$ cat src/logic/synth_cfg_pkg.sv
package synth_cfg_pkg;
    // shift register and field layout
    localparam int SR_LEN = 14;
    localparam int LOOP_W = 9;
    localparam int POST_W = 2;
    localparam int MON_W = 3;
    localparam int SR_MON_LSB = 11;
    localparam int SR_POST_LSB = 9;
    localparam int SR_LOOP_LSB = 0;
    localparam int SR_LAST_BIT = 13;

    // reference divider: toggle every half of the ratio eight
    localparam int REF_DIV_RATIO = 8;
    localparam logic [1:0] REF_HALF_LAST = 2'(REF_DIV_RATIO / 2 - 1);

    // post divider select codes
    localparam logic [1:0] POST_DIV2 = 2'h0;
    localparam logic [1:0] POST_DIV4 = 2'h1;
    localparam logic [1:0] POST_DIV8 = 2'h2;
    localparam logic [1:0] POST_DIV1 = 2'h3;
    // half-period counts, minus one, in source rising edges
    localparam logic [1:0] HALF_LAST_DIV2 = 2'h0;
    localparam logic [1:0] HALF_LAST_DIV4 = 2'h1;
    localparam logic [1:0] HALF_LAST_DIV8 = 2'h3;

    // monitor select codes
    localparam logic [2:0] MON_LAST_SR = 3'h0;
    localparam logic [2:0] MON_HIGH = 3'h1;
    localparam logic [2:0] MON_REF = 3'h2;
    localparam logic [2:0] MON_LOOP = 3'h3;
    localparam logic [2:0] MON_SYNTH = 3'h4;
    localparam logic [2:0] MON_LOW = 3'h5;
    localparam logic [2:0] MON_BYPASS = 3'h6;
    localparam logic [2:0] MON_SYNTH_DIV4 = 3'h7;

    // configuration latch reset values
    localparam logic [8:0] LOOP_RESET = 9'h1FF;
    localparam logic [1:0] POST_RESET = 2'h3;
    localparam logic [2:0] MON_RESET = 3'h0;
    localparam logic [2:0] MON_PRESET = 3'h0;

    // apb register map
    localparam logic [7:0] ADDR_CTRL = 8'h00;
    localparam logic [7:0] ADDR_CFG = 8'h04;
    localparam logic [7:0] ADDR_SHIFT = 8'h08;
    localparam int CTRL_RUN_BIT = 0;
    localparam logic CTRL_RUN_RESET = 1'b1;
    localparam int CFG_MON_LSB = 11;
    localparam int CFG_POST_LSB = 9;
    localparam int CFG_LOOP_LSB = 0;
endpackage : synth_cfg_pkg

$ cat src/logic/synth_divider_config_logic.sv
// How it works
// - crystal oscillator divided by eight gives reference
// - feedback divider counts vco edges by loop value
// - loop value is plain unsigned binary ratio
// - post select 00/01/10/11 gives 2/4/8/1
// - post divider output has fifty percent duty
// - serial configuration shift register is fourteen bits
// - each shift clock rise samples and shifts once
// - latches follow shift register while serial strobe high
// - latches follow pins while parallel strobe low
// - parallel load wins over serial load
// - serial transfer only while parallel strobe high
// - undriven divider pins read as one
// - monitor select bits choose monitor output node
// - stream order monitor, post, loop, msb first
// - parallel strobe low presets monitor select zero
// - monitor mux order for codes 000 to 111
// - code 110 bypasses pll with shift clock
//
// Added by the designer: the register addresses and register access over APB.
`timescale 1ns/1ps
`default_nettype none
module synth_divider_config_logic (
    input wire logic clk, // 25 MHz system clock
    input wire logic reset_n, // asynchronous reset, active low
    input wire logic osc_level, // crystal oscillator level, same clock domain
    input wire logic vco_level, // vco level, same clock domain
    input wire logic serial_shift_clk, // serial shift clock pin
    input wire logic serial_in, // serial data pin
    input wire logic serial_latch_strobe, // serial load strobe pin
    input wire logic parallel_latch_strobe_n, // parallel load strobe pin, low active
    input wire logic [synth_cfg_pkg::LOOP_W-1:0] loop_div_pins, // parallel loop value pins
    input wire logic [synth_cfg_pkg::LOOP_W-1:0] loop_div_pins_driven, // 1 where driven
    input wire logic [synth_cfg_pkg::POST_W-1:0] post_div_pins, // parallel post select pins
    input wire logic [synth_cfg_pkg::POST_W-1:0] post_div_pins_driven, // 1 where driven
    input wire logic psel, // apb select
    input wire logic penable, // apb enable
    input wire logic pwrite, // apb direction
    input wire logic [7:0] paddr, // apb byte address
    input wire logic [31:0] pwdata, // apb write data
    output logic [31:0] prdata, // apb read data
    output logic pready, // apb ready
    output logic pslverr, // apb error on unmapped address
    output logic ref_clock_div, // reference to phase comparison
    output logic loop_div_out, // loop divider output to phase comparison
    output logic synth_out, // synthesizer output
    output logic monitor_out // monitor output
);
    import synth_cfg_pkg::*;

    localparam int SYNC_W = 3 + 2 * LOOP_W + 2 * POST_W + 1;

    // two-stage synchroniser for every pin input
    logic [SYNC_W-1:0] sync1_q;
    logic [SYNC_W-1:0] sync2_q;
    wire [SYNC_W-1:0] pins_raw = {serial_shift_clk, serial_in, serial_latch_strobe,
                                  loop_div_pins, loop_div_pins_driven,
                                  post_div_pins, post_div_pins_driven,
                                  parallel_latch_strobe_n};

    always_ff @(posedge clk or negedge reset_n) begin
        if (!reset_n) begin
            sync1_q <= '0;
            sync2_q <= '0;
        end else begin
            sync1_q <= pins_raw;
            sync2_q <= sync1_q;
        end
    end

    wire sclk_s = sync2_q[SYNC_W-1];
    wire sdata_s = sync2_q[SYNC_W-2];
    wire sload_s = sync2_q[SYNC_W-3];
    wire [LOOP_W-1:0] loop_pin_s = sync2_q[2*LOOP_W+2*POST_W:LOOP_W+2*POST_W+1];
    wire [LOOP_W-1:0] loop_drv_s = sync2_q[LOOP_W+2*POST_W:2*POST_W+1];
    wire [POST_W-1:0] post_pin_s = sync2_q[2*POST_W:POST_W+1];
    wire [POST_W-1:0] post_drv_s = sync2_q[POST_W:1];
    wire pload_n_s = sync2_q[0];

    wire [LOOP_W-1:0] loop_pin_eff = loop_pin_s | ~loop_drv_s;
    wire [POST_W-1:0] post_pin_eff = post_pin_s | ~post_drv_s;

    // edge detection on the synchronised shift clock and on the same-domain osc, vco and output levels
    logic sclk_prev_q;
    logic osc_prev_q;
    logic vco_prev_q;
    logic synth_prev_q;

    always_ff @(posedge clk or negedge reset_n) begin
        if (!reset_n) begin
            sclk_prev_q <= 1'b0;
            osc_prev_q <= 1'b0;
            vco_prev_q <= 1'b0;
            synth_prev_q <= 1'b0;
        end else begin
            sclk_prev_q <= sclk_s;
            osc_prev_q <= osc_level;
            vco_prev_q <= vco_level;
            synth_prev_q <= synth_out;
        end
    end

    wire sclk_rise = sclk_s & ~sclk_prev_q;
    wire osc_rise = osc_level & ~osc_prev_q;
    wire vco_rise = vco_level & ~vco_prev_q;
    wire synth_rise = synth_out & ~synth_prev_q;

    // serial shift register, first bit ends at the top
    logic [SR_LEN-1:0] shift_q;
    logic [SR_LEN-1:0] shift_d;
    assign shift_d = {shift_q[SR_LEN-2:0], sdata_s};

    always_ff @(posedge clk or negedge reset_n) begin
        if (!reset_n) begin
            shift_q <= '0;
        end else if (sclk_rise) begin
            shift_q <= shift_d;
        end
    end

    // configuration latches, transparent while a load is active
    logic [LOOP_W-1:0] loop_q;
    logic [POST_W-1:0] post_q;
    logic [MON_W-1:0] mon_q;
    wire par_load = ~pload_n_s;
    wire ser_load = pload_n_s & sload_s;

    always_ff @(posedge clk or negedge reset_n) begin
        if (!reset_n) begin
            loop_q <= LOOP_RESET;
            post_q <= POST_RESET;
            mon_q <= MON_RESET;
        end else if (par_load) begin
            loop_q <= loop_pin_eff;
            post_q <= post_pin_eff;
            mon_q <= MON_PRESET;
        end else if (ser_load) begin
            loop_q <= shift_q[SR_LOOP_LSB +: LOOP_W];
            post_q <= shift_q[SR_POST_LSB +: POST_W];
            mon_q <= shift_q[SR_MON_LSB +: MON_W];
        end
    end

    // software control: run bit holds every divider cleared when low
    logic run_q;
    wire run = run_q;

    // bypass routes the shift clock into both dividers
    wire bypass = (mon_q == MON_BYPASS);
    wire src_rise = bypass ? sclk_rise : vco_rise;
    wire src_level = bypass ? sclk_s : vco_level;

    // reference divider
    logic [1:0] ref_cnt_q;
    logic ref_q;
    always_ff @(posedge clk or negedge reset_n) begin
        if (!reset_n) begin
            ref_cnt_q <= '0;
            ref_q <= 1'b0;
        end else if (!run) begin
            ref_cnt_q <= '0;
            ref_q <= 1'b0;
        end else if (osc_rise) begin
            if (ref_cnt_q == REF_HALF_LAST) begin
                ref_cnt_q <= '0;
                ref_q <= ~ref_q;
            end else begin
                ref_cnt_q <= ref_cnt_q + 2'h1;
            end
        end
    end

    // loop divider: one source period high per loop_q source periods
    logic [LOOP_W-1:0] loop_cnt_q;
    logic loop_out_q;
    wire [LOOP_W-1:0] loop_last = (loop_q == '0) ? '0 : loop_q - 9'h001;
    wire loop_term = (loop_cnt_q >= loop_last);

    always_ff @(posedge clk or negedge reset_n) begin
        if (!reset_n) begin
            loop_cnt_q <= '0;
            loop_out_q <= 1'b0;
        end else if (!run) begin
            loop_cnt_q <= '0;
            loop_out_q <= 1'b0;
        end else if (src_rise) begin
            loop_cnt_q <= loop_term ? '0 : loop_cnt_q + 9'h001;
            loop_out_q <= loop_term;
        end
    end

    // post divider: toggling keeps the duty at one half
    logic [1:0] post_cnt_q;
    logic post_tog_q;
    logic synth_q;
    logic [1:0] half_last;
    assign half_last = (post_q == POST_DIV2) ? HALF_LAST_DIV2 :
                       (post_q == POST_DIV4) ? HALF_LAST_DIV4 : HALF_LAST_DIV8;
    wire post_bypass = (post_q == POST_DIV1);

    always_ff @(posedge clk or negedge reset_n) begin
        if (!reset_n) begin
            post_cnt_q <= '0;
            post_tog_q <= 1'b0;
        end else if (!run) begin
            post_cnt_q <= '0;
            post_tog_q <= 1'b0;
        end else if (src_rise) begin
            if (post_cnt_q >= half_last) begin
                post_cnt_q <= '0;
                post_tog_q <= ~post_tog_q;
            end else begin
                post_cnt_q <= post_cnt_q + 2'h1;
            end
        end
    end

    always_ff @(posedge clk or negedge reset_n) begin
        if (!reset_n) begin
            synth_q <= 1'b0;
        end else begin
            synth_q <= post_bypass ? (run & src_level) : post_tog_q;
        end
    end

    // synth_out divided by four for the monitor
    logic div4_cnt_q;
    logic div4_q;
    always_ff @(posedge clk or negedge reset_n) begin
        if (!reset_n) begin
            div4_cnt_q <= 1'b0;
            div4_q <= 1'b0;
        end else if (!run) begin
            div4_cnt_q <= 1'b0;
            div4_q <= 1'b0;
        end else if (synth_rise) begin
            div4_cnt_q <= ~div4_cnt_q;
            if (div4_cnt_q) begin
                div4_q <= ~div4_q;
            end
        end
    end

    // monitor multiplexer
    logic mon_d;
    logic mon_out_q;
    always_comb begin
        unique case (mon_q)
            MON_LAST_SR: mon_d = shift_q[SR_LAST_BIT];
            MON_HIGH: mon_d = 1'b1;
            MON_REF: mon_d = ref_q;
            MON_LOOP: mon_d = loop_out_q;
            MON_SYNTH: mon_d = synth_q;
            MON_LOW: mon_d = 1'b0;
            MON_BYPASS: mon_d = loop_out_q;
            MON_SYNTH_DIV4: mon_d = div4_q;
        endcase
    end

    always_ff @(posedge clk or negedge reset_n) begin
        if (!reset_n) begin
            mon_out_q <= 1'b0;
        end else begin
            mon_out_q <= mon_d;
        end
    end

    assign ref_clock_div = ref_q;
    assign loop_div_out = loop_out_q;
    assign synth_out = synth_q;
    assign monitor_out = mon_out_q;

    // apb slave, zero wait states, read data captured in setup
    wire sel_ctrl = (paddr == ADDR_CTRL);
    wire sel_cfg = (paddr == ADDR_CFG);
    wire sel_shift = (paddr == ADDR_SHIFT);
    wire mapped = sel_ctrl | sel_cfg | sel_shift;
    wire setup = psel & ~penable;
    wire wr_ctrl = psel & penable & pwrite & sel_ctrl;
    wire [31:0] cfg_word = {18'h0, mon_q, post_q, loop_q};
    wire [31:0] rd_mux = sel_ctrl ? {31'h0, run_q} :
                         sel_cfg ? cfg_word :
                         sel_shift ? {18'h0, shift_q} : 32'h0;
    logic [31:0] prdata_q;

    always_ff @(posedge clk or negedge reset_n) begin
        if (!reset_n) begin
            run_q <= CTRL_RUN_RESET;
            prdata_q <= 32'h0;
        end else begin
            if (wr_ctrl) begin
                run_q <= pwdata[CTRL_RUN_BIT];
            end
            if (setup) begin
                prdata_q <= pwrite ? 32'h0 : rd_mux;
            end
        end
    end

    assign prdata = prdata_q;
    assign pready = 1'b1;
    assign pslverr = psel & penable & ~mapped;
endmodule : synth_divider_config_logic
`default_nettype wire

$ cat config.mk
export PLATFORM = sky130hd
export DESIGN_NAME = synth_divider_config_logic
export DESIGN_NICKNAME = d
export VERILOG_FILES = /design/src/logic/synth_cfg_pkg.sv /design/src/logic/synth_divider_config_logic.sv
export SDC_FILE = /design/constraint.sdc
export NUM_CORES = 1
export LEC_CHECK = 0
export ABC_AREA = 1
export BUFFER_PORTS_ARGS = -buffer_cell sky130_fd_sc_hd__buf_2
export CAP_MARGIN = 20
export CORE_MARGIN = 2
export CORE_UTILIZATION = 35
export CTS_CLUSTER_SIZE = 40
export DETAILED_ROUTE_END_ITERATION = 6
export MAX_ROUTING_LAYER = met4
export SLEW_MARGIN = 25
export SYNTH_ARGS = -nofsm -noshare
export SYNTH_HDL_FRONTEND = slang
export SYNTH_SLANG_ARGS = --single-unit
export TNS_END_PERCENT = 10
$ cat constraint.sdc
create_clock -name clk -period 2.45 [get_ports clk]
set_clock_uncertainty 0.05 [all_clocks]
set_input_delay 0.49 -clock clk [delete_from_list [all_inputs] [get_ports clk]]
set_output_delay 0.49 -clock clk [all_outputs]
set_load 0.005 [all_outputs]
Word-level counts from Yosys, hierarchy flattened --
Index checks and enable logic that the tools add are counted.
Word-level totals: register bits after elaboration 137, output and inout port bits 38, word-level logic and storage cells 121
Operators by class: add/subtract/negate cells 4, order comparisons 2, eq/ne operators 19, multiplexer cells 39, bitwise logic cells 27, reductions and logical operators 8
Operators with widths (number):
- 2-to-1 mux 14 bit | 4
- 2-to-1 mux 9 bit | 6
- 2-to-1 mux 2 bit | 10
- 2-to-1 mux 1 bit | 16
- == test 3 bit, second input constant | 4
- bitwise AND 1 bit | 11
- != test 2 x 1 -> 1 bit, second input constant | 5
- NOT 1 bit | 10
- adder 9 x 1 -> 9 bit, second input constant | 1
- >= comparator 9 bit | 1
- logical NOT 9 bit | 1
- NOT 9 bit | 1
- OR 9 bit | 1
- subtractor 9 x 1 -> 9 bit, second input constant | 1
- == test 8 x 3 -> 1 bit, second input constant | 1
- == test 8 x 4 -> 1 bit, second input constant | 1
- logical NOT 8 bit | 1
- one-hot mux 1 bit (7 select lines) | 1
- == test 3 x 2 -> 1 bit, second input constant | 2
- 2-to-1 mux 3 bit | 2
- AND reduction 2 bit | 3
- adder 2 x 1 -> 2 bit, second input constant | 2
- == test 2 bit, second input constant | 2
- != test 2 bit, second input constant | 2
- 9 further kinds | 10

Logic depth before layout (Yosys ltp) --
depth in word-level cells 7, depth in mapped cells 18, depth with buffers taken out 18

Least setup slack after synthesis --
Ideal clock, no wire load.
kind register -> register, start register loop_q[1], end register loop_cnt_q[0], data arrival time 2.277 ns, required time 2.333 ns, path slack 0.057 ns, cell stages (with the launch flop) 17, buffers on the path 0, cells stage by stage dfstp_2 -> inv_1 -> ha_1 -> inv_1 -> nor2_1 -> nand2_1 -> nor3_1 -> inv_1 -> nand3_1 -> ha_1 -> nand2_1 -> inv_1 -> a21oi_1 -> nand2_1 -> nor2_1 -> nand4_1 -> nand2_1
Between the ends: cells in the longest elaborated chain, start to end 6, elaborated cells between the ends (all ways) 7, those cells by class add/sub (1); order compare (1); mux (4); reduce/logical (1)
RTL lines:
- from (decl) | line synth_divider_config_logic.sv:122 | logic [LOOP_W-1:0] loop_q;
- from (signal assigned) | line synth_divider_config_logic.sv:134 | loop_q <= loop_pin_eff;
- from (signal assigned) | line synth_divider_config_logic.sv:138 | loop_q <= shift_q[SR_LOOP_LSB +: LOOP_W];
- subtractor 9 x 1 -> 9 bit or logical NOT 9 bit (tied branches) | line synth_divider_config_logic.sv:176 | wire [LOOP_W-1:0] loop_last = (loop_q == '0) ? '0 : loop_q - 9'h001;
- 2-to-1 mux 9 bit (*) | line synth_divider_config_logic.sv:176
- >= comparator 9 bit (*) | line synth_divider_config_logic.sv:177 | wire loop_term = (loop_cnt_q >= loop_last);
- 2-to-1 mux 9 bit (*) | line synth_divider_config_logic.sv:187 | loop_cnt_q <= loop_term ? '0 : loop_cnt_q + 9'h001;
- 2-to-1 mux 9 bit (*) | line synth_divider_config_logic.sv:186 | end else if (src_rise) begin
- 2-to-1 mux 9 bit (*) | line synth_divider_config_logic.sv:183 | end else if (!run) begin
- to (signal assigned) | line synth_divider_config_logic.sv:187
- to (decl) | line synth_divider_config_logic.sv:174 | logic [LOOP_W-1:0] loop_cnt_q;
Every way passes the cells marked *; elsewhere a longest branch is shown, timed or not. The select of a mux whose other input is x is not followed. A chain may end at the register's enable or synchronous reset.

Worst setup path in the final report --
start register loop_q[0], end register loop_cnt_q[5]
The elaborated chain is that of the path after synthesis.

==> impl_metrics.ini <==
[run_status]
status = finished, final reports clean

[sta]
finalSetupTns_ps = 0
fin_crit_ps = 2400
finalHoldViolCount = 0
relSlewSlack_pct = 63.5
maxSlewViolCount = 0
holdWs_ps = 10.5
fmax_ghz = 0.417
fin_crit_sh_pct = 97.8
fin_ws_ps = 52.8
grt_setup_unrepaired = yes
setup_viol = 0
tightestPinTransition_ps = 547

[die]
die_height_um = 126
boundaryPins = 111
core_area_mm2 = 0.0145
rows = 44
start_util_pct = 35.8
die_w_um = 126
fp.dieArea_mm2 = 0.0158

[clock_network]
clk_transition_reported_paths_ps = 60
cts_made_buffers = 17
cts_tree = done
root_buffer = clkbuf_16
clock-sinks = 119
ctsHoldBuffers = 0
cts_buffer_depth = 2
clk-insertion-delay-late_ps = 410
h-tree-depth = 4

[yosys]
synth_cell_types = 34
yosys_warnings = 0
syn_avg_cell_area_um2 = 9.26
postSynthCellCount = 561
ys_ff_latch = 119
synth_area_mm2 = 0.00520
synth_top_area_cell = dfrtp_1
yosysSeqAreaShare_pct = 57.6
netlist.area_leader.share_pct = 51.5
synth_area_leaders = dfrtp_1 (52%), nand2_1 (8.7%), dfstp_2 (6.1%), inv_1 (5.3%), o21ai_0 (3.7%)

[critical_path]
path_class = reg -> reg
end_kind = register
worst-r2r-setup-slack_ps = 50
cp_max_fo = 5
cp-start-kind = register
cp.required_ps = 2750
cp.arrival_ps = 2690

[global_route]
grt_util_all_layers_pct = 14.9
grt_pass1_vias = 3746
antenna_found_initial = 0
grt_max_degree = 58
overflow = 0
grt_pass1_wl_um = 18200

[cells_and_area]
final_nets = 721
final_common_cell = nand2_1
area_growth_pct = 23.9
drive_gt1_share_pct = 26.1
final_cell_mix = nand2_1 (112), dfrtp_1 (107), inv_1 (65)
num_antenna_cells = 0
fin_cells = 831

[place]
dp_hpwl_um = 7540
placed_cells = 796
place_ws_ps = -121
io_buffers = 60
globalplace.congestion = 0.847

[routing]
viasPerCell = 4.75
avgRoutedWirePerCell_um = 13.2
firstDrtPassIters = 4
dr.first_iter.drc_count = 181
drc = 0
finalWirelength_um = 10900
vias = 3949
antenna_left = 0

[power_and_ir_drop]
cellPowerDensity_mw_per_mm2 = 866
ir_worst_vdd_v = 0.000540
power_leakage_nw = 3.25

[job]
cap_violations = 0

[min_path]
hp-class = in -> async
## metrics by stage
stage                     instance area, um^2  power (mW)  utilization, %
final                                    6440        5.58            44.3
after global routing                     6440        5.89            44.3
after CTS                                6310        5.59            43.4
after detailed placement                 5640        3.10            38.8
after global placement                   5640        3.06            38.8
after floorplan                          5260        2.86               -
## cells by family (layout without fill, tap and decap cells)
logic type	count (synthesis)	after routing	share of synthesized area, %
AND/OR/NAND/NOR	225	225	19.3
flip-flops	119	119	57.6
buffers and inverters	112	181	9.99
AO/OA/AOI/OAI	85	85	8.93
adder cells (fa/ha/maj)	14	14	3.37
XOR/XNOR	4	4	0.674
other	2	19	0.145
## cells in the mapped netlist, drive strengths merged
cell type,count
nor3,5
nand3,32
inv,77
o221ai,2
nor2,40
xnor2,3
dfrtp,107
o21ai,46
nand4,10
conb,2
xor2,1
o22ai,14
nand2,123
nor3b,9
o211ai,2
nand3b,1
buf,27
dfstp,12
clkbuf,8
a21oi,20
a31oi,1
or2,5
ha,14
## state kept, by name, indices dropped and copies added, names as in the netlist, 2 cells and up
name,count
loop_q,9
ref_cnt_q,2
loop_cnt_q,9
mon_q,3
post_cnt_q,2
prdata,14
sync1_q,26
sync2_q,26
shift_q,14
post_q,2
## final timing paths
| path | from | endpoint | cells after the start |
|---|---|---|---|
| setup / recovery | loop_q[0] | loop_cnt_q[5] | 19 |
| hold / removal | reset_n | sync1_q[21] | 1 |
| setup reg to reg | loop_q[0] | loop_cnt_q[5] | 19 |
| hold reg to reg | sync1_q[0] | sync2_q[0] | 0 |
| max in group asynchronous | reset_n | run | 2 |
| min in group clk | loop_div_pins_driven[6] | sync1_q[11] | 1 |
## worst max-delay path, stage by stage (launching register included)
cell     delay [ps]
dfstp_2         560
inv_2            60
ha_4            160
inv_2            60
nor2_4           40
nand2_4          70
inv_2            40
nand2_2          60
inv_2            50
nand3_2          60
nand3_2         100
ha_4            240
nand2_2          60
nand2_2          50
a21oi_2         150
nand2_2          80
nor2_4          120
buf_6           130
nand4_1          70
nand2_1         100
## power breakdown
part           internal (mW)  leakage [nW]  switching (mW)  total [mW]
clock                   1.52         0.292           0.915        2.44
combinational          0.308          1.49           0.450       0.758
sequential              2.21          1.46           0.173        2.38
## routing by layer
| metal | routed length [um] | GRT usage, % | share of wire (%) | up-vias |
|---|---|---|---|---|
| li1 | - | - | - | 1916 |
| met1 | 4880 | 19.4 | 45 | 1888 |
| met2 | 5260 | 22.6 | 48 | 122 |
| met3 | 601 | 4.08 | 5.5 | 23 |
| met4 | 195 | 5.37 | 1.8 | 0 |
| met5 | 0 | - | 0 | - |
## cell type report
cell class              count  area, um^2
repair buffers             72         413
well taps                 184         230
inverters                  77         292
fillers                  1386        8100
multi-input cells         347        1920
flip-flops and latches    119        2990
clock inverters            14         164
clock buffers              18         429
## timing repair
action,in CTS,in global routing
setup buffers,2,0
cloned,1,0
endpoints found under the setup margin,10,10
pin swaps,9,18
hold endpoints to repair,0,0
gates resized for setup,21,34
(Power assumes the default switching activity.)
